`config.mk`:
```
export PLATFORM = sky130hd
export DESIGN_NAME = stc_channel
export DESIGN_NICKNAME = d
export VERILOG_FILES = /design/src/pkg/stc_pkg.sv /design/src/hw/stc_channel.sv
export VERILOG_INCLUDE_DIRS = /design/src /design/src/pkg
export SDC_FILE = /design/constraint.sdc
export NUM_CORES = 1
export LEC_CHECK = 0
export BUFFER_PORTS_ARGS = -buffer_cell sky130_fd_sc_hd__buf_2
export CAP_MARGIN = 20
export CORE_MARGIN = 4
export CORE_UTILIZATION = 43
export CTS_CLUSTER_DIAMETER = 80
export DETAILED_ROUTE_END_ITERATION = 12
export PLACE_DENSITY = 0.71
export SYNTH_ARGS = -nofsm -noshare
export SYNTH_HDL_FRONTEND = slang
export SYNTH_SLANG_ARGS = --single-unit
```
`constraint.sdc`:
```
create_clock -name sys_clk -period 3.8 [get_ports sys_clk]
set_input_delay 0.19 -clock sys_clk [delete_from_list [all_inputs] [get_ports sys_clk]]
set_output_delay 0.19 -clock sys_clk [all_outputs]
set_load 0.005 [all_outputs]
```
`src/pkg/stc_consts.svh`:
```
/*
 constants for the transparent serial channel: register offsets, field positions,
 descriptor layout and timing. assumes inclusion by bare name.
*/
`ifndef STC_CONSTS_SVH
`define STC_CONSTS_SVH
`define STC_OFF_MODE      4'h0
`define STC_OFF_EVENT     4'h1
`define STC_OFF_MASK      4'h2
`define STC_OFF_CMD       4'h3
`define STC_OFF_RXBASE    4'h4
`define STC_OFF_TXBASE    4'h5
`define STC_OFF_MAXRX     4'h6
`define STC_OFF_STAT      4'h7
`define STC_MODE_RST      16'h0000
`define STC_MODE_REN      0
`define STC_MODE_TEN      1
`define STC_MODE_DM_LO    2
`define STC_MODE_SM_LO    4
`define STC_SM_TRANSP     2'h3
`define STC_DM_NORMAL     2'h0
`define STC_DM_LOOP       2'h1
`define STC_DM_ECHO       2'h2
`define STC_EV_RX         0
`define STC_EV_TX         1
`define STC_EV_BSY        2
`define STC_EV_TXE        4
`define STC_EV_MASKBITS   8'h17
`define STC_BD_E          15
`define STC_BD_W          13
`define STC_BD_I          12
`define STC_BD_L          11
`define STC_BD_CM         9
`define STC_BD_ERR        1
`define STC_BD_LEN_OFF    32'h2
`define STC_BD_PTR_OFF    32'h4
`define STC_BD_SIZE       32'h8
`define STC_CMD_HUNT      8'h01
`define STC_CMD_STOPTX    8'h02
`define STC_CMD_RESTART   8'h04
`define STC_TEN_GAP_CLKS  3'd3
`define STC_CHAR_BITS     4'd8
`endif

```
`src/pkg/stc_pkg.sv`:
```
/*
 types for the transparent serial channel. assumes stc_consts.svh alongside.
*/
package stc_pkg;
  typedef enum logic [2:0] {
    STC_TX_IDLE  = 3'b000,
    STC_TX_STAT  = 3'b001,
    STC_TX_LEN   = 3'b011,
    STC_TX_PTR   = 3'b010,
    STC_TX_DATA  = 3'b110,
    STC_TX_SHIFT = 3'b111,
    STC_TX_CLOSE = 3'b101
  } stc_tx_st_t;
  typedef enum logic [2:0] {
    STC_RX_IDLE  = 3'b000,
    STC_RX_STAT  = 3'b001,
    STC_RX_LEN   = 3'b011,
    STC_RX_PTR   = 3'b010,
    STC_RX_WAIT  = 3'b110,
    STC_RX_WDAT  = 3'b111,
    STC_RX_CLEN  = 3'b101,
    STC_RX_CST   = 3'b100
  } stc_rx_st_t;
endpackage : stc_pkg

```
`src/hw/stc_channel.sv`:
```
/*
 transparent serial channel with buffer descriptors, avalon-mm register slave and
 a simple 16-bit memory master for descriptor tables and buffers.
 assumes: serial clock and data come from outside and are sampled on sys_clk;
 the memory port answers a request with mem_ack after any number of cycles.
*/
`timescale 1ns/100ps
`include "stc_consts.svh"
module stc_channel import stc_pkg::*; (
  input  wire logic        sys_clk,
  input  wire logic        resetn,
  input  wire logic [3:0]  avs_address,
  input  wire logic        avs_read,
  input  wire logic        avs_write,
  input  wire logic [31:0] avs_writedata,
  output logic      [31:0] avs_readdata,
  output logic             avs_waitrequest,
  output logic             mem_req,
  output logic             mem_we,
  output logic      [31:0] mem_addr,
  output logic      [15:0] mem_wdata,
  input  wire logic [15:0] mem_rdata,
  input  wire logic        mem_ack,
  input  wire logic        ser_clk,
  input  wire logic        ser_sync_n,
  input  wire logic        ser_rxd,
  output logic             ser_txd,
  output logic             irq
);
  logic [15:0] mode_ff;
  logic [7:0]  event_ff, mask_ff;
  logic [15:0] rxbase_ff, txbase_ff, maxrx_ff;
  logic        rd_ack_ff;
  logic [1:0]  clk_s_ff, sync_s_ff, rxd_s_ff;
  logic        clk_d_ff, sync_d_ff;
  logic        hunt_req_ff, stop_ff;
  logic [2:0]  ten_gap_ff;
  logic        ten_allowed;
  logic        rise, sync_fall, transp, tx_enable_bit, ren, rxbit;
  logic [1:0]  dm;
  stc_tx_st_t  tx_st_ff;
  stc_rx_st_t  rx_st_ff;
  logic [15:0] tx_bdp_ff, tx_stat_ff, tx_len_ff, tx_cnt_ff;
  logic [31:0] tx_ptr_ff;
  logic [7:0]  tx_sh_ff;
  logic [3:0]  tx_bit_ff;
  logic        tx_synced_ff, tx_err_ff;
  logic [15:0] rx_bdp_ff, rx_stat_ff, rx_cnt_ff;
  logic [31:0] rx_ptr_ff;
  logic [7:0]  rx_sh_ff, rx_hold_ff;
  logic [3:0]  rx_bit_ff;
  logic        rx_full_ff, rx_ovr_ff, rx_synced_ff, rx_close_ff;
  logic        tx_mem, rx_mem;
  logic [7:0]  ev_set, ev_clr;
  logic        wr_hit;
  logic        txd_raw;

  // serial inputs pass two flops first
  always_ff @(posedge sys_clk) begin
    if (!resetn) begin
      clk_s_ff  <= 2'h3;
      sync_s_ff <= 2'h3;
      rxd_s_ff  <= 2'h3;
      clk_d_ff  <= 1'b1;
      sync_d_ff <= 1'b1;
    end else begin
      clk_s_ff  <= {clk_s_ff[0], ser_clk};
      sync_s_ff <= {sync_s_ff[0], ser_sync_n};
      rxd_s_ff  <= {rxd_s_ff[0], ser_rxd};
      clk_d_ff  <= clk_s_ff[1];
      sync_d_ff <= sync_s_ff[1];
    end
  end
  assign rise      = clk_s_ff[1] & ~clk_d_ff;
  assign sync_fall = ~sync_s_ff[1] & sync_d_ff;
  assign transp = mode_ff[`STC_MODE_SM_LO +: 2] == `STC_SM_TRANSP;
  assign dm     = mode_ff[`STC_MODE_DM_LO +: 2];
  assign tx_enable_bit    = transp & mode_ff[`STC_MODE_TEN] & ~stop_ff;
  assign ren    = transp & mode_ff[`STC_MODE_REN];
  // loopback feeds own output back; echo and normal take the pin
  assign rxbit  = (dm == `STC_DM_LOOP) ? txd_raw : rxd_s_ff[1];
  assign ser_txd = (dm == `STC_DM_ECHO) ? rxd_s_ff[1] : txd_raw;
  assign ten_allowed = ten_gap_ff == 3'd0;

  // register slave, one wait state on read, none on write
  assign avs_waitrequest = avs_read & ~rd_ack_ff;
  assign wr_hit = avs_write;
  always_ff @(posedge sys_clk) begin
    if (!resetn) rd_ack_ff <= 1'b0;
    else         rd_ack_ff <= avs_read & ~rd_ack_ff;
  end
  always_ff @(posedge sys_clk) begin
    if (!resetn) avs_readdata <= 32'h0;
    else if (avs_read & ~rd_ack_ff) begin
      unique case (avs_address)
        `STC_OFF_MODE:   avs_readdata <= {16'h0, mode_ff};
        `STC_OFF_EVENT:  avs_readdata <= {24'h0, event_ff};
        `STC_OFF_MASK:   avs_readdata <= {24'h0, mask_ff};
        `STC_OFF_RXBASE: avs_readdata <= {16'h0, rxbase_ff};
        `STC_OFF_TXBASE: avs_readdata <= {16'h0, txbase_ff};
        `STC_OFF_MAXRX:  avs_readdata <= {16'h0, maxrx_ff};
        `STC_OFF_STAT:   avs_readdata <= {24'h0, 1'b0, rx_st_ff, 1'b0, tx_st_ff};
        default:         avs_readdata <= 32'h0;
      endcase
    end
  end
  always_ff @(posedge sys_clk) begin
    if (!resetn) begin
      mode_ff   <= `STC_MODE_RST;
      mask_ff   <= 8'h00;
      rxbase_ff <= 16'h0;
      txbase_ff <= 16'h0;
      maxrx_ff  <= 16'h0;
    end else if (wr_hit) begin
      unique case (avs_address)
        // a re-enable inside the gap is held off
        `STC_OFF_MODE: mode_ff <= {avs_writedata[15:2],
                                   avs_writedata[`STC_MODE_TEN] & ten_allowed,
                                   avs_writedata[`STC_MODE_REN]};
        `STC_OFF_MASK:   mask_ff   <= avs_writedata[7:0] & `STC_EV_MASKBITS;
        `STC_OFF_RXBASE: rxbase_ff <= avs_writedata[15:0];
        `STC_OFF_TXBASE: txbase_ff <= avs_writedata[15:0];
        `STC_OFF_MAXRX:  maxrx_ff  <= avs_writedata[15:0];
        default: ;
      endcase
    end
  end
  // counts serial clocks after transmit disable
  always_ff @(posedge sys_clk) begin
    if (!resetn) ten_gap_ff <= 3'd0;
    else if (wr_hit && avs_address == `STC_OFF_MODE && mode_ff[`STC_MODE_TEN]
             && !avs_writedata[`STC_MODE_TEN]) ten_gap_ff <= `STC_TEN_GAP_CLKS;
    else if (rise && ten_gap_ff != 3'd0) ten_gap_ff <= ten_gap_ff - 3'd1;
  end
  // commands: hunt held until rx waits or is disabled, stop/restart hold
  always_ff @(posedge sys_clk) begin
    if (!resetn) begin
      hunt_req_ff <= 1'b0;
      stop_ff     <= 1'b0;
    end else begin
      if (wr_hit && avs_address == `STC_OFF_CMD && (avs_writedata[7:0] & `STC_CMD_HUNT) != 8'h0)
        hunt_req_ff <= 1'b1;
      else if (rx_st_ff == STC_RX_WAIT || !ren) hunt_req_ff <= 1'b0;
      if (wr_hit && avs_address == `STC_OFF_CMD && (avs_writedata[7:0] & `STC_CMD_STOPTX) != 8'h0)
        stop_ff <= 1'b1;
      else if (wr_hit && avs_address == `STC_OFF_CMD &&
               (avs_writedata[7:0] & `STC_CMD_RESTART) != 8'h0) stop_ff <= 1'b0;
    end
  end

  // events: set wins over write-one clear
  assign ev_clr = (wr_hit && avs_address == `STC_OFF_EVENT) ? avs_writedata[7:0] : 8'h00;
  always_ff @(posedge sys_clk) begin
    if (!resetn) event_ff <= 8'h00;
    else event_ff <= ((event_ff & ~ev_clr) | ev_set) & `STC_EV_MASKBITS;
  end
  always_ff @(posedge sys_clk) begin
    if (!resetn) irq <= 1'b0;
    else irq <= |(event_ff & mask_ff);
  end

  // memory port: tx has priority whenever both wait
  assign tx_mem = tx_st_ff inside {STC_TX_STAT, STC_TX_LEN, STC_TX_PTR, STC_TX_DATA,
                                   STC_TX_CLOSE};
  assign rx_mem = rx_st_ff inside {STC_RX_STAT, STC_RX_LEN, STC_RX_PTR, STC_RX_WDAT,
                                   STC_RX_CLEN, STC_RX_CST};
  always_comb begin
    mem_req   = tx_mem | rx_mem;
    mem_we    = 1'b0;
    mem_addr  = 32'h0;
    mem_wdata = 16'h0;
    if (tx_mem) begin
      unique case (tx_st_ff)
        STC_TX_STAT:  mem_addr = {16'h0, tx_bdp_ff};
        STC_TX_LEN:   mem_addr = {16'h0, tx_bdp_ff} + `STC_BD_LEN_OFF;
        STC_TX_PTR:   mem_addr = {16'h0, tx_bdp_ff} + `STC_BD_PTR_OFF;
        STC_TX_DATA:  mem_addr = tx_ptr_ff + {16'h0, tx_cnt_ff};
        default: begin
          mem_we    = 1'b1;
          mem_addr  = {16'h0, tx_bdp_ff};
          // final status stands for the whole request
          mem_wdata = tx_stat_ff;
          mem_wdata[`STC_BD_ERR] = tx_err_ff;
          mem_wdata[`STC_BD_E] = tx_stat_ff[`STC_BD_CM] & ~tx_err_ff;
        end
      endcase
    end else if (rx_mem) begin
      unique case (rx_st_ff)
        STC_RX_STAT: mem_addr = {16'h0, rx_bdp_ff};
        STC_RX_LEN:  mem_addr = {16'h0, rx_bdp_ff} + `STC_BD_LEN_OFF;
        STC_RX_PTR:  mem_addr = {16'h0, rx_bdp_ff} + `STC_BD_PTR_OFF;
        STC_RX_WDAT: begin
          mem_we = 1'b1;
          mem_addr = rx_ptr_ff + {16'h0, rx_cnt_ff};
          mem_wdata = {8'h00, rx_hold_ff};
        end
        STC_RX_CLEN: begin
          mem_we = 1'b1;
          mem_addr = {16'h0, rx_bdp_ff} + `STC_BD_LEN_OFF;
          mem_wdata = rx_cnt_ff;
        end
        default: begin
          mem_we = 1'b1;
          mem_addr = {16'h0, rx_bdp_ff};
          mem_wdata = rx_stat_ff;
        end
      endcase
    end
  end

  // transmitter: fetch descriptor, send bytes msb first on serial clock rises
  always_ff @(posedge sys_clk) begin
    if (!resetn) begin
      tx_st_ff <= STC_TX_IDLE;
      tx_bdp_ff <= 16'h0;
      tx_stat_ff <= 16'h0;
      tx_len_ff <= 16'h0;
      tx_cnt_ff <= 16'h0;
      tx_ptr_ff <= 32'h0;
      tx_sh_ff <= 8'hff;
      tx_bit_ff <= 4'h0;
      tx_synced_ff <= 1'b0;
      tx_err_ff <= 1'b0;
      txd_raw <= 1'b1;
    end else begin
      if (rise) txd_raw <= tx_st_ff == STC_TX_SHIFT ? tx_sh_ff[7] : 1'b1;
      if (!tx_enable_bit) begin
        tx_st_ff <= STC_TX_IDLE;
        tx_synced_ff <= 1'b0;
        if (!transp || !mode_ff[`STC_MODE_TEN]) tx_bdp_ff <= txbase_ff;
      end else begin
        if (sync_fall) tx_synced_ff <= 1'b1;
        unique case (tx_st_ff)
          STC_TX_IDLE: if (tx_synced_ff) tx_st_ff <= STC_TX_STAT;
          STC_TX_STAT: if (mem_ack) begin
            tx_stat_ff <= mem_rdata;
            tx_st_ff <= mem_rdata[`STC_BD_E] ? STC_TX_LEN : STC_TX_IDLE;
          end
          STC_TX_LEN: if (mem_ack) begin
            tx_len_ff <= mem_rdata;
            tx_st_ff <= STC_TX_PTR;
          end
          STC_TX_PTR: if (mem_ack) begin
            tx_ptr_ff <= {16'h0, mem_rdata};
            tx_cnt_ff <= 16'h0;
            tx_err_ff <= 1'b0;
            tx_st_ff <= tx_len_ff == 16'h0 ? STC_TX_CLOSE : STC_TX_DATA;
          end
          STC_TX_DATA: begin
            if (mem_ack) begin
              tx_sh_ff <= mem_rdata[7:0];
              tx_bit_ff <= `STC_CHAR_BITS;
              tx_cnt_ff <= tx_cnt_ff + 16'h1;
              tx_st_ff <= STC_TX_SHIFT;
            end else if (rise && tx_cnt_ff != 16'h0 && tx_bit_ff == 4'h0) begin
              tx_err_ff <= 1'b1;
              tx_st_ff <= STC_TX_CLOSE;
            end
          end
          STC_TX_SHIFT: if (rise) begin
            tx_sh_ff <= {tx_sh_ff[6:0], 1'b1};
            tx_bit_ff <= tx_bit_ff - 4'h1;
            if (tx_bit_ff == 4'h1)
              tx_st_ff <= tx_cnt_ff == tx_len_ff ? STC_TX_CLOSE : STC_TX_DATA;
          end
          default: if (mem_ack) begin
            if (tx_stat_ff[`STC_BD_L]) tx_synced_ff <= 1'b0;
            tx_bdp_ff <= tx_stat_ff[`STC_BD_W] ? txbase_ff
                         : tx_bdp_ff + 16'(`STC_BD_SIZE);
            tx_st_ff <= STC_TX_IDLE;
          end
        endcase
        if (tx_st_ff == STC_TX_PTR || tx_st_ff == STC_TX_STAT)
          tx_stat_ff[`STC_BD_ERR] <= tx_st_ff == STC_TX_STAT ? mem_rdata[`STC_BD_ERR] : 1'b0;
        if (tx_st_ff == STC_TX_CLOSE && !mem_ack) begin
          tx_stat_ff[`STC_BD_ERR] <= tx_err_ff;
          tx_stat_ff[`STC_BD_E] <= tx_stat_ff[`STC_BD_CM] & ~tx_err_ff;
        end
        if (tx_st_ff == STC_TX_CLOSE && mem_ack && tx_err_ff) tx_synced_ff <= 1'b0;
      end
    end
  end

  // receiver: assemble bytes, store, close on full, overrun or hunt
  always_ff @(posedge sys_clk) begin
    if (!resetn) begin
      rx_st_ff <= STC_RX_IDLE;
      rx_bdp_ff <= 16'h0;
      rx_stat_ff <= 16'h0;
      rx_cnt_ff <= 16'h0;
      rx_ptr_ff <= 32'h0;
      rx_sh_ff <= 8'h0;
      rx_hold_ff <= 8'h0;
      rx_bit_ff <= 4'h0;
      rx_full_ff <= 1'b0;
      rx_ovr_ff <= 1'b0;
      rx_synced_ff <= 1'b0;
      rx_close_ff <= 1'b0;
    end else if (!ren) begin
      rx_st_ff <= STC_RX_IDLE;
      rx_synced_ff <= 1'b0;
      rx_full_ff <= 1'b0;
      rx_bdp_ff <= rxbase_ff;
    end else begin
      if (sync_fall) rx_synced_ff <= 1'b1;
      if (hunt_req_ff) rx_synced_ff <= 1'b0;
      if (rise && rx_synced_ff && !hunt_req_ff) begin
        rx_sh_ff <= {rx_sh_ff[6:0], rxbit};
        rx_bit_ff <= rx_bit_ff == `STC_CHAR_BITS - 4'h1 ? 4'h0 : rx_bit_ff + 4'h1;
        if (rx_bit_ff == `STC_CHAR_BITS - 4'h1) begin
          rx_hold_ff <= {rx_sh_ff[6:0], rxbit};
          if (rx_full_ff) rx_ovr_ff <= 1'b1;
          rx_full_ff <= 1'b1;
        end
      end
      unique case (rx_st_ff)
        STC_RX_IDLE: if (rx_full_ff || rx_synced_ff) rx_st_ff <= STC_RX_STAT;
        STC_RX_STAT: if (mem_ack & ~tx_mem) begin
          rx_stat_ff <= mem_rdata;
          if (mem_rdata[`STC_BD_E]) rx_st_ff <= STC_RX_PTR;
          else begin
            rx_st_ff <= STC_RX_IDLE;
            rx_full_ff <= 1'b0;
          end
        end
        STC_RX_PTR: if (mem_ack & ~tx_mem) begin
          rx_ptr_ff <= {16'h0, mem_rdata};
          rx_cnt_ff <= 16'h0;
          rx_ovr_ff <= 1'b0;
          rx_close_ff <= 1'b0;
          rx_st_ff <= STC_RX_WAIT;
        end
        STC_RX_WAIT: begin
          if (hunt_req_ff && rx_cnt_ff != 16'h0) rx_st_ff <= STC_RX_CLEN;
          else if (rx_full_ff) rx_st_ff <= STC_RX_WDAT;
        end
        STC_RX_WDAT: if (mem_ack & ~tx_mem) begin
          rx_full_ff <= 1'b0;
          rx_cnt_ff <= rx_cnt_ff + 16'h1;
          if (rx_ovr_ff || rx_cnt_ff + 16'h1 >= maxrx_ff) rx_st_ff <= STC_RX_CLEN;
          else rx_st_ff <= STC_RX_WAIT;
        end
        STC_RX_CLEN: if (mem_ack & ~tx_mem) begin
          rx_stat_ff[`STC_BD_ERR] <= rx_ovr_ff;
          rx_stat_ff[`STC_BD_E] <= rx_stat_ff[`STC_BD_CM] & ~rx_ovr_ff;
          rx_st_ff <= STC_RX_CST;
        end
        STC_RX_CST: if (mem_ack & ~tx_mem) begin
          rx_bdp_ff <= rx_stat_ff[`STC_BD_W] ? rxbase_ff
                       : rx_bdp_ff + 16'(`STC_BD_SIZE);
          rx_close_ff <= 1'b1;
          rx_st_ff <= STC_RX_IDLE;
        end
        default: rx_st_ff <= STC_RX_IDLE;
      endcase
    end
  end

  // event sources
  always_comb begin
    ev_set = 8'h00;
    if (rx_st_ff == STC_RX_CST && mem_ack && !tx_mem && rx_stat_ff[`STC_BD_I])
      ev_set[`STC_EV_RX] = 1'b1;
    if (rx_st_ff == STC_RX_STAT && mem_ack && !tx_mem && !mem_rdata[`STC_BD_E] && rx_full_ff)
      ev_set[`STC_EV_BSY] = 1'b1;
    if (tx_st_ff == STC_TX_CLOSE && mem_ack && tx_stat_ff[`STC_BD_I] && tx_err_ff)
      ev_set[`STC_EV_TXE] = 1'b1;
    if (tx_stat_ff[`STC_BD_I] && !tx_err_ff && tx_enable_bit) begin
      if (tx_stat_ff[`STC_BD_L] && tx_st_ff == STC_TX_SHIFT && rise && tx_cnt_ff == tx_len_ff
          && tx_bit_ff == `STC_CHAR_BITS) ev_set[`STC_EV_TX] = 1'b1;
      // count still lags by one while the last character is fetched
      if (!tx_stat_ff[`STC_BD_L] && tx_st_ff == STC_TX_DATA && mem_ack
          && tx_cnt_ff + 16'h1 == tx_len_ff) ev_set[`STC_EV_TX] = 1'b1;
    end
  end

  irq_level_a: assert property (@(posedge sys_clk) disable iff (!resetn)
    ##1 irq == |($past(event_ff) & $past(mask_ff)))
    else $error("irq does not follow unmasked events");
  event_clear_a: assert property (@(posedge sys_clk) disable iff (!resetn)
    (wr_hit && avs_address == `STC_OFF_EVENT && avs_writedata[0] && ev_set[0] == 1'b0)
    |=> !event_ff[0]) else $error("rx event not cleared");
  event_set_a: assert property (@(posedge sys_clk) disable iff (!resetn)
    ev_set[`STC_EV_TX] |=> event_ff[`STC_EV_TX]) else $error("tx event lost");
  rsvd_events_a: assert property (@(posedge sys_clk) disable iff (!resetn)
    (event_ff & ~`STC_EV_MASKBITS) == 8'h00) else $error("reserved event bit set");
  rx_owner_a: assert property (@(posedge sys_clk) disable iff (!resetn)
    (rx_st_ff == STC_RX_STAT && mem_ack && !tx_mem && !mem_rdata[`STC_BD_E])
    |=> rx_st_ff == STC_RX_IDLE) else $error("rx used non-empty descriptor");
  rx_cm_a: assert property (@(posedge sys_clk) disable iff (!resetn)
    (rx_st_ff == STC_RX_CST && mem_req && !tx_mem) |-> mem_wdata[`STC_BD_E] ==
    (rx_stat_ff[`STC_BD_CM] & ~rx_stat_ff[`STC_BD_ERR]))
    else $error("rx empty bit wrong on close");
  tx_len_a: assert property (@(posedge sys_clk) disable iff (!resetn)
    (tx_st_ff == STC_TX_SHIFT || tx_st_ff == STC_TX_DATA) |-> tx_cnt_ff <= tx_len_ff)
    else $error("tx sent beyond length");
  tx_close_a: assert property (@(posedge sys_clk) disable iff (!resetn)
    (tx_st_ff == STC_TX_CLOSE && mem_req) |-> mem_we && mem_wdata[`STC_BD_E] ==
    (tx_stat_ff[`STC_BD_CM] & ~tx_err_ff) && mem_wdata[`STC_BD_ERR] == tx_err_ff)
    else $error("tx ready bit wrong on close");
  ten_gap_a: assert property (@(posedge sys_clk) disable iff (!resetn)
    (ten_gap_ff != 3'd0) |=> !mode_ff[`STC_MODE_TEN]) else $error("tx re-enabled early");
  idle_mode_a: assert property (@(posedge sys_clk) disable iff (!resetn)
    !transp |=> tx_st_ff == STC_TX_IDLE && rx_st_ff == STC_RX_IDLE)
    else $error("channel active outside transparent mode");
  rx_done_cov: cover property (@(posedge sys_clk) disable iff (!resetn) ev_set[`STC_EV_RX]);
  tx_done_cov: cover property (@(posedge sys_clk) disable iff (!resetn) ev_set[`STC_EV_TX]);
  tx_err_cov: cover property (@(posedge sys_clk) disable iff (!resetn) ev_set[`STC_EV_TXE]);
  busy_cov: cover property (@(posedge sys_clk) disable iff (!resetn) ev_set[`STC_EV_BSY]);
endmodule : stc_channel

```
Word-level counts from Yosys, hierarchy flattened
Index checks and enable logic that the tools add are counted.
- input port bits: 60
- register bits: 304
- output and inout bits: 85
- add/sub/neg operators: 13
- muxes and demuxes: 99
- reduce and logical (&&, ||, !) cells: 98
- bitwise logic cells: 25
- eq/ne operators: 49
- magnitude comparators: 1
- operator list (cell ; count):
    2-to-1 mux 16 bit ; 17
    one-hot mux 16 bit (7 select lines) ; 1
    one-hot mux 17 bit (3 select lines) ; 2
    one-hot mux 16 bit (2 select lines) ; 2
    2-to-1 mux 3 bit ; 17
    one-hot mux 16 bit (3 select lines) ; 1
    2-to-1 mux 1 bit ; 36
    adder 16 x 16 -> 17 bit ; 2
    adder 16 x 2 -> 17 bit (second input constant) ; 2
    adder 16 x 3 -> 17 bit (second input constant) ; 2
    logical AND 1 bit ; 34
    adder 16 x 1 -> 16 bit (second input constant) ; 2
    adder 16 x 4 -> 16 bit (second input constant) ; 2
    == test 16 bit ; 2
    2-to-1 mux 32 bit ; 1
    nonzero test 16 bit ; 2
    == test 3 bit (second input constant) ; 7
    one-hot mux 3 bit (7 select lines) ; 1
    AND reduction 3 bit ; 7
    == test 4 x 3 -> 1 bit (second input constant) ; 5
    inequality test 2 bit (second input constant) ; 10
    inequality test 2 x 1 -> 1 bit (second input constant) ; 9
    one-hot mux 3 bit (6 select lines) ; 1
    AND reduction 2 bit ; 9
    45 further kinds ; 111

Longest topological paths before layout
Gate-level depths: netlist of the first run.
- depth after elaboration: 9
- gate-level depth with buffers: 15

Least setup slack after synthesis of the first run
No wires, ideal clock.
- kind: register to register
- from: register rx_cnt_ff[0]
- to: register rx_st_ff[1]
- setup slack: 0.727 ns
- stages on the path, launching flop included: 16
- arrival: 2.978 ns
- clock period less this slack: 3.073 ns
- path buffers: 1
- setup time: 0.095 ns
- cells stage by stage: dfxtp_1 -> ha_1 -> and3_1 -> clkbuf_1 -> and3_1 -> nand2_1 -> nor2_1 -> xnor2_1 -> ha_1 -> a21o_1 -> a211o_1 -> a31oi_1 -> nand3_1 -> a31oi_1 -> a211oi_1 -> a221oi_1
- word-level cells in the longest chain between the ends: 6
- elaborated cells between the ends (all ways): 11
- those cells by class: add/sub (1); order compare (1); eq/ne (1); mux (4); reduce/logical (4)
- RTL lines (item ; line ; RTL):
    start: declaration ; stc_channel.sv:48 ; logic [15:0] rx_bdp_ff, rx_stat_ff, rx_cnt_ff;
    start signal: assignment ; stc_channel.sv:339 ; rx_cnt_ff <= rx_cnt_ff + 16'h1;
    adder 16 x 1 -> 16 bit ; stc_channel.sv:340 ; if (rx_ovr_ff || rx_cnt_ff + 16'h1 >= maxrx_ff) rx_st_ff <= STC_RX_CLEN;
    >= comparator 16 bit ; stc_channel.sv:340 ;
    logical OR 1 bit ; stc_channel.sv:340 ;
    2-to-1 mux 2 bit ; stc_channel.sv:340 ;
    2-to-1 mux 3 bit ; stc_channel.sv:337 ; STC_RX_WDAT: if (mem_ack & ~tx_mem) begin
    one-hot mux 3 bit (7 select lines) ; stc_channel.sv:316 ; unique case (rx_st_ff)
    end signal: assignment ; stc_channel.sv:317 ; STC_RX_IDLE: if (rx_full_ff || rx_synced_ff) rx_st_ff <= STC_RX_STAT;
    end signal: assignment ; stc_channel.sv:340 ;
    end signal: assignment ; stc_channel.sv:341 ; else rx_st_ff <= STC_RX_WAIT;
    end: declaration ; stc_channel.sv:42 ; stc_rx_st_t rx_st_ff;
Parallel ways exist; a longest one is shown, timed or not. The select of a mux whose other input is x is not followed.
A chain may end at the register's enable or synchronous reset.

Worst setup path in the final report of the first run
- from: register tx_st_ff[0]
- to: output mem_addr[10]
- word-level cells in the longest chain between the ends: 3
- elaborated cells between the ends (all ways): 8
- those cells by class: eq/ne (5); mux (2); reduce/logical (1)
- RTL lines (item ; line ; RTL):
    start: declaration ; stc_channel.sv:41 ; stc_tx_st_t tx_st_ff;
    start signal: assignment ; stc_channel.sv:237 ; tx_st_ff <= mem_rdata[`STC_BD_E] ? STC_TX_LEN : STC_TX_IDLE;
    start signal: assignment ; stc_channel.sv:247 ; tx_st_ff <= tx_len_ff == 16'h0 ? STC_TX_CLOSE : STC_TX_DATA;
    start signal: assignment ; stc_channel.sv:264 ; tx_st_ff <= tx_cnt_ff == tx_len_ff ? STC_TX_CLOSE : STC_TX_DATA;
    == test 3 bit, or another cell as far along ; stc_channel.sv:163, stc_channel.sv:173 ;
    one-hot mux 17 bit (3 select lines) / nonzero test 5 bit (equally long branches) ; stc_channel.sv:173, stc_channel.sv:163 ;
    2-to-1 mux 32 bit (*) ; stc_channel.sv:172 ; if (tx_mem) begin
    end: declaration ; stc_channel.sv:20 ; output logic [31:0] mem_addr,
Mark *: on every way between the ends. The rest lies on a longest branch, timed or not.

==> impl_metrics.csv, run 1 <==
group,metric,value,unit
cts,clock-root-buffer,"clkbuf_16",
layout,fin_util,49.4,%
worst_setup_path,crit_path_end_kind,"output port",
placed_design,place_congestion,0.985,
floorplan,boundaryPins,145,
synthesis,ys_warn_count,0,
sta,skew,0.0208,ns
synthesis,synth_enable_flop_cells,0,
worst_setup_path,crit_arrival,3.46,ns
cts,cts_tree,"built",
floorplan,die_area,42900,um2
cts,numCtsBuffers,34,
drt,ant_nets,0,
synthesis,synth_cell_types,84,
global_route,grt-ovfl-total,0,
sta,min_period,3.65,ns
floorplan,start_util,43.9,%
worst_setup_path,crit_path_start,"tx_st_ff[0]$_SDFFE_PN0P_",
global_route,grt_util_all_layers,26.0,%
worst_setup_path,rr_startpoint,"rx_cnt_ff[1]$_SDFFE_PN0P_",
drt,first_iter_violations,1980,
drt,drc,0,
sta,max_freq,274,MHz
sta,fin_tns_setup,0,ns
global_route,grt_pass1_vias,16200,
layout,final-seq-area,5770,um2
cts,htree_levels,2,
sta,fin_hold_ws,0.0304,ns
sta,final.period_utilization,96.0,%
layout,fillers,3790,
worst_setup_path,required,3.61,ns
drt,via_per_inst,6.04,
cts,clkLatencyLatePin,0.55,ns
layout,antenna_cells,0,
layout,nets,2443,
synthesis,synth-main-ff-cell,"dfxtp_1",
worst_setup_path,reg2reg_depth,14,
sta,slew-limit-headroom,23.7,%
floorplan,rows,72,
worst_setup_path,crit_top_cell,"buf_4",
sta,finalSetupViolCount,0,
worst_setup_path,crit_family,"compound AO/OA/AOI/OAI gates",
synthesis,synth.avg_cell_area,7.54,um2
placed_design,placed_area,17800,um2
cts,cts_sinks,288,
synthesis,syn_area,17100,um2
placed_design,post-dp-hpwl,42.8,mm
synthesis,yosysSeqAreaShare,33.8,%
global_route,grt_pass1_wl,91.0,mm
placed_design,io_buffers,97,
drt,dr.pass1.iters,6,
synthesis,syn_inst,2264,
worst_setup_path,reg2reg_slack,0.42,ns
layout,drive_gt1_share,9.57,%
layout,final_area,19200,um2
layout,multi_input_area,10400,um2
cts,clock_path_buffers,3,
pwr,power.density,339,nW/um2
worst_setup_path,cpMaxStageDelayCell,"o21ai_1",
sta,slew_viol_final,0,
worst_setup_path,worstPathMaxFanout,21,
synthesis,async_reset_ff_share,0,%
worst_setup_path,crit_chain,"buf_4 -> nand2_1 -> and2_1 -> nor2_1 -> o21ai_1 -> buf_4 -> a211oi_1 -> a221o_1 -> buf_2",
worst_setup_path,worstReg2RegEnd,"rx_st_ff[1]$_SDFFE_PN0P_",
pwr,p_leak,7.51,nW
global_route,antenna_found_initial,3,
worst_setup_path,setup.worst_path.start_class,"flip-flop",
layout,syn_to_final_growth,12.5,%
synthesis,ys_ff_latch,288,
worst_setup_path,path_class,"reg2out",
worst_setup_path,cpPeakStageDelay,0.43,ns
worst_setup_path,cp.depth,9,
drt,routedWlPerCell,20.6,um
floorplan,coreArea,38900,um2
run,cap_violations,0,
floorplan,chipHeight,207,um
min_path,min_path_type,"in2reg",
drt,num_vias,17300,
drt,routed_wl,58.9,mm
sta,hold_violations,0,
pwr,ir_drop,0.000362,V
cts,clk_pin_slew,0.06,ns
worst_setup_path,endpoint,"mem_addr[10]",
outcome,status,"finished, final reports clean",
sta,worst_pin_slew,1.14,ns
global_route,grt_start_max_net_pins,93,
worst_setup_path,worstPathBufferInverterCount,3,
min_path,hp-start,"mem_rdata[7]",
floorplan,dieWidth,207,um
[per-layer routing]
layer	GRT usage, %	vias to the layer above	part of all wire, %
met5	0	-	0.031
met4	10.4	2	4.1
met3	5.06	149	9.4
met2	42.2	792	46
met1	34.2	8242	41
li1	-	8072	-
[Yosys cell counts (18+ instances only)]
cell type / number / area [um2]
dfxtp_1: 288 / 5770
buf_2: 25 / 125
nand2_1: 348 / 1310
and3_1: 32 / 200
xnor2_1: 41 / 359
a21oi_1: 267 / 1340
and2_1: 19 / 119
a21o_1: 26 / 195
inv_1: 46 / 173
nand3_1: 55 / 275
xor2_1: 28 / 245
o211ai_1: 21 / 158
nor2b_1: 20 / 125
o21ai_1: 22 / 110
nand2b_1: 28 / 175
a22oi_1: 66 / 495
nor2_1: 231 / 867
buf_4: 32 / 240
clkbuf_1: 117 / 439
a31oi_1: 18 / 113
ha_1: 63 / 788
nor3_1: 43 / 215
mux2i_1: 80 / 801
nand4_1: 21 / 131
o21ai_0: 112 / 561
[power breakdown]
part | internal [mW] | leakage (nW) | switching (mW)
logic | 0.0705 | 4.67 | 0.176
clock network | 1.87 | 0.523 | 1.34
registers | 3.04 | 2.32 | 0.0190
[per-stage QoR]
step / power (mW) / worst slack [ns] / instances
final: 6.51 / 0.150 / 2859
after global routing: 6.72 / -0.0506 / 2859
after CTS: 6.55 / 0.0878 / 2856
after detailed placement: 3.34 / 0.490 / 2771
after global placement: 3.34 / 0.556 / 2771
after floorplan: 3.25 / 0.727 / 2294
[worst min path at each step]
stage	end	slack, ns	cells after the start
detailed placement	sync_s_ff[0]$_SDFF_PN1_	0.38	2
global placement	sync_s_ff[0]$_SDFF_PN1_	0.37	2
CTS	tx_ptr_ff[7]$_SDFFE_PN0P_	0.01	3
floorplan	clk_s_ff[0]$_SDFF_PN1_	0.29	1
finish	tx_ptr_ff[7]$_SDFFE_PN0P_	0.03	3
global route	rx_ptr_ff[6]$_SDFFE_PN0P_	0.02	3
[worst reg2reg max path, stage by stage (launching register included)]
cell and delay (ns):
dfxtp_1 0.43, ha_1 0.26, and3_1 0.28, and3_1 0.25
nand2_1 0.09, nor2_1 0.13, xnor2_1 0.15, ha_1 0.28
a21o_1 0.18, a211o_1 0.30, a31oi_1 0.23, nand3_1 0.11
a31oi_1 0.18, a211oi_1 0.07, a221oi_1 0.33
[logic make-up after synthesis]
family | count (synthesis) | share of synthesized area [%]
other cells | 1 | 0.0220
compound gates | 644 | 23.0
xor+xnor | 69 | 3.54
fa+ha+maj | 66 | 4.91
simple gates | 879 | 23.6
mux | 87 | 5.15
flops | 288 | 33.8
buf+inv | 230 | 5.99
[layout make-up]
class                           count  share of cell area, %
Tap cell                          518                   3.37
Timing Repair Buffer              171                   5.82
Clock buffer                       49                   5.09
Sequential cell                   288                   30.0
Clock inverter                     10                  0.567
Inverter                           47                  0.945
Multi-Input combinational cell   1776                   54.2
[what timing repair did]
item | 4_1_cts | 5_1_grt
setup buffers | 0 | 2
hold buffers | 26 | 0
resized for setup | 0 | 3
setup endpoints to repair | 0 | 3
hold endpoints to repair | 79 | 0
[cells in the final DEF (no fill, tap or decap), types with 10 or more instances in the layout]
cell type        n
nand2_1        348
dfxtp_1        286
a21oi_1        267
nor2_1         231
o21ai_0        112
buf_2           97
mux2i_1         80
a22oi_1         66
ha_1            63
nand3_1         55
buf_4           47
inv_1           46
nor3_1          43
xnor2_1         41
clkbuf_16       35
and3_1          32
conb_1          31
nand2b_1        28
xor2_1          28
a21o_1          26
dlygate4sd3_1   26
o21ai_1         22
nand4_1         21
o211ai_1        21
nor2b_1         20
and2_1          19
a31oi_1         18
nor4_1          17
or3_1           14
nand3b_1        14
a211oi_1        13
o31ai_1         10
Power figures use the tool's default switching activity.
==> inputs of run 2 (changes only) <==
==> constraint.sdc (replaced) <==
create_clock -name sys_clk -period 4.4 [get_ports sys_clk]
set_input_delay 0.22 -clock sys_clk [delete_from_list [all_inputs] [get_ports sys_clk]]
set_output_delay 0.22 -clock sys_clk [all_outputs]
set_load 0.005 [all_outputs]
==> impl_metrics.csv, run 2 (synthesis gave the netlist of run 1 again) <==
group,metric,value,unit
layout,final_common_cell,"nand2_1",
sta,max_freq,255,MHz
layout,nets,2425,
floorplan,die_area,42900,um2
cts,htree_levels,2,
global_route,grt-ovfl-total,0,
floorplan,rows,72,
floorplan,dieWidth,207,um
sta,slew-limit-headroom,30.4,%
global_route,grt_pass1_wl,89.9,mm
layout,layout_common_cells,"348 x nand2_1, 287 x dfxtp_1, 267 x a21oi_1, 231 x nor2_1, 112 x o21ai_0",
drt,first_iter_violations,2083,
sta,skew,0.0313,ns
outcome,status,"finished, final reports clean",
pwr,power.density,296,nW/um2
worst_setup_path,required,4.18,ns
worst_setup_path,crit_arrival,3.70,ns
layout,drive_gt1_share,9.04,%
sta,grt_setup_unrepaired,"no",
cts,cts_setup_buffers,0,
placed_design,io_buffers,97,
global_route,grt_start_max_net_pins,118,
sta,final.period_utilization,89.1,%
pwr,ir_drop,0.000236,V
placed_design,place_congestion,0.981,
global_route,grt_util_all_layers,25.7,%
floorplan,coreArea,38900,um2
sta,fin_tns_setup,0,ns
pwr,finalPower,5.66,mW
worst_setup_path,crit_path_end_kind,"output port",
pwr,p_leak,7.45,nW
sta,worst_pin_slew,1.04,ns
drt,via_per_inst,6.00,
drt,num_vias,17100,
run,cap_violations,0,
cts,clock-root-buffer,"clkbuf_16",
cts,cts_tree,"built",
global_route,grt_pass1_vias,15800,
floorplan,boundaryPins,145,
min_path,min_path_type,"in2reg",
worst_setup_path,path_class,"reg2out",
drt,drc,0,
drt,ant_nets,0,
sta,min_period,3.92,ns
layout,syn_to_final_growth,11.9,%
sta,finalSetupViolCount,0,
global_route,antenna_found_initial,3,
drt,routed_wl,57.7,mm
cts,clkLatencyLatePin,0.56,ns
drt,dr.pass1.iters,9,
sta,slew_viol_final,0,
cts,clk_pin_slew,0.06,ns
worst_setup_path,setup.worst_path.start_class,"flip-flop",
sta,hold_violations,0,
cts,cts_sinks,288,
floorplan,start_util,43.9,%
floorplan,chipHeight,207,um
cts,numCtsBuffers,34,
cts,clock_path_buffers,3,
worst_setup_path,worstPathMaxFanout,8,
drt,routedWlPerCell,20.3,um
placed_design,post-dp-hpwl,42.2,mm
[run 2: changes by cell type in the layout (fill, tap and decap cells not counted), moves of 2 or more]
cell / previous run / this run
clkbuf_8: 5 / 8
dlygate4sd3_1: 26 / 22
clkinvlp_4: 3 / 0
clkbuf_1: 9 / 7
clkinv_2: 3 / 5
buf_4: 47 / 32
[run 2: layout make-up]
| class | count | area [um2] |
|---|---|---|
| diodes | 1 | 2.50 |
| flip-flops and latches | 288 | 5770 |
| well taps | 518 | 648 |
| clock buffers | 49 | 987 |
| multi-input cells | 1776 | 10400 |
| fillers | 3803 | 19800 |
| inverters | 47 | 181 |
| clock inverters | 11 | 135 |
| repair buffers | 153 | 977 |
[run 2: worst paths after layout]
check                                               start  cells after the start                        to  slack (ns)
worst min-delay path                     avs_writedata[0]                      3   mode_ff[0]$_SDFFE_PN0P_        0.02
worst max-delay path            tx_cnt_ff[1]$_SDFFE_PN0P_                      9              mem_addr[15]        0.48
worst min register to register     clk_s_ff[0]$_SDFF_PN1_                      1    clk_s_ff[1]$_SDFF_PN1_        0.40
worst max register to register  rx_cnt_ff[0]$_SDFFE_PN0P_                     14  rx_st_ff[1]$_SDFFE_PN0P_        0.94
[run 2: power breakdown]
part	internal, mW	switching (mW)	leakage (nW)	total, mW
Combinational	0.0581	0.149	4.58	0.207
Sequential	2.62	0.0159	2.32	2.64
Clock	1.64	1.17	0.552	2.81
Total	4.32	1.34	7.45	5.66
[run 2: worst max-delay path, cell delays in order, from the launching register on]
cell and delay (ns):
dfxtp_1 0.54, ha_1 0.31, a211oi_1 0.38, o21ai_1 0.16, a211oi_1 0.40, o31ai_1 0.19
a31o_2 0.30, mux2i_1 0.12, or4_1 0.59, buf_2 0.16
[run 2: repair_timing]
action                                 4_1_cts  5_1_grt
resized for setup                            0        0
hold buffers                                22        0
endpoints found under the hold margin       67        0
[run 2: stage by stage]
step | utilization, % | cell area, um2 | instances | setup slack (ns) | hold WS (ns)
detailed placement | 45.6 | 17700 | 2759 | 1.00 | 0.392
CTS | 49.0 | 19100 | 2841 | 0.529 | 0.00320
floorplan | - | 17200 | 2294 | 1.33 | 0.321
global route | 49.0 | 19100 | 2842 | 0.265 | 0.0199
finish | 49.1 | 19100 | 2843 | 0.479 | 0.0201
global placement | 45.5 | 17700 | 2758 | 1.10 | 0.391
[run 2: layer usage]
layer  part of all wire [%]  GRT usage [%]
met4                    4.3           10.8
met2                     46           41.3
met5                  0.016              0
met3                    9.2           4.76
met1                     41           34.0
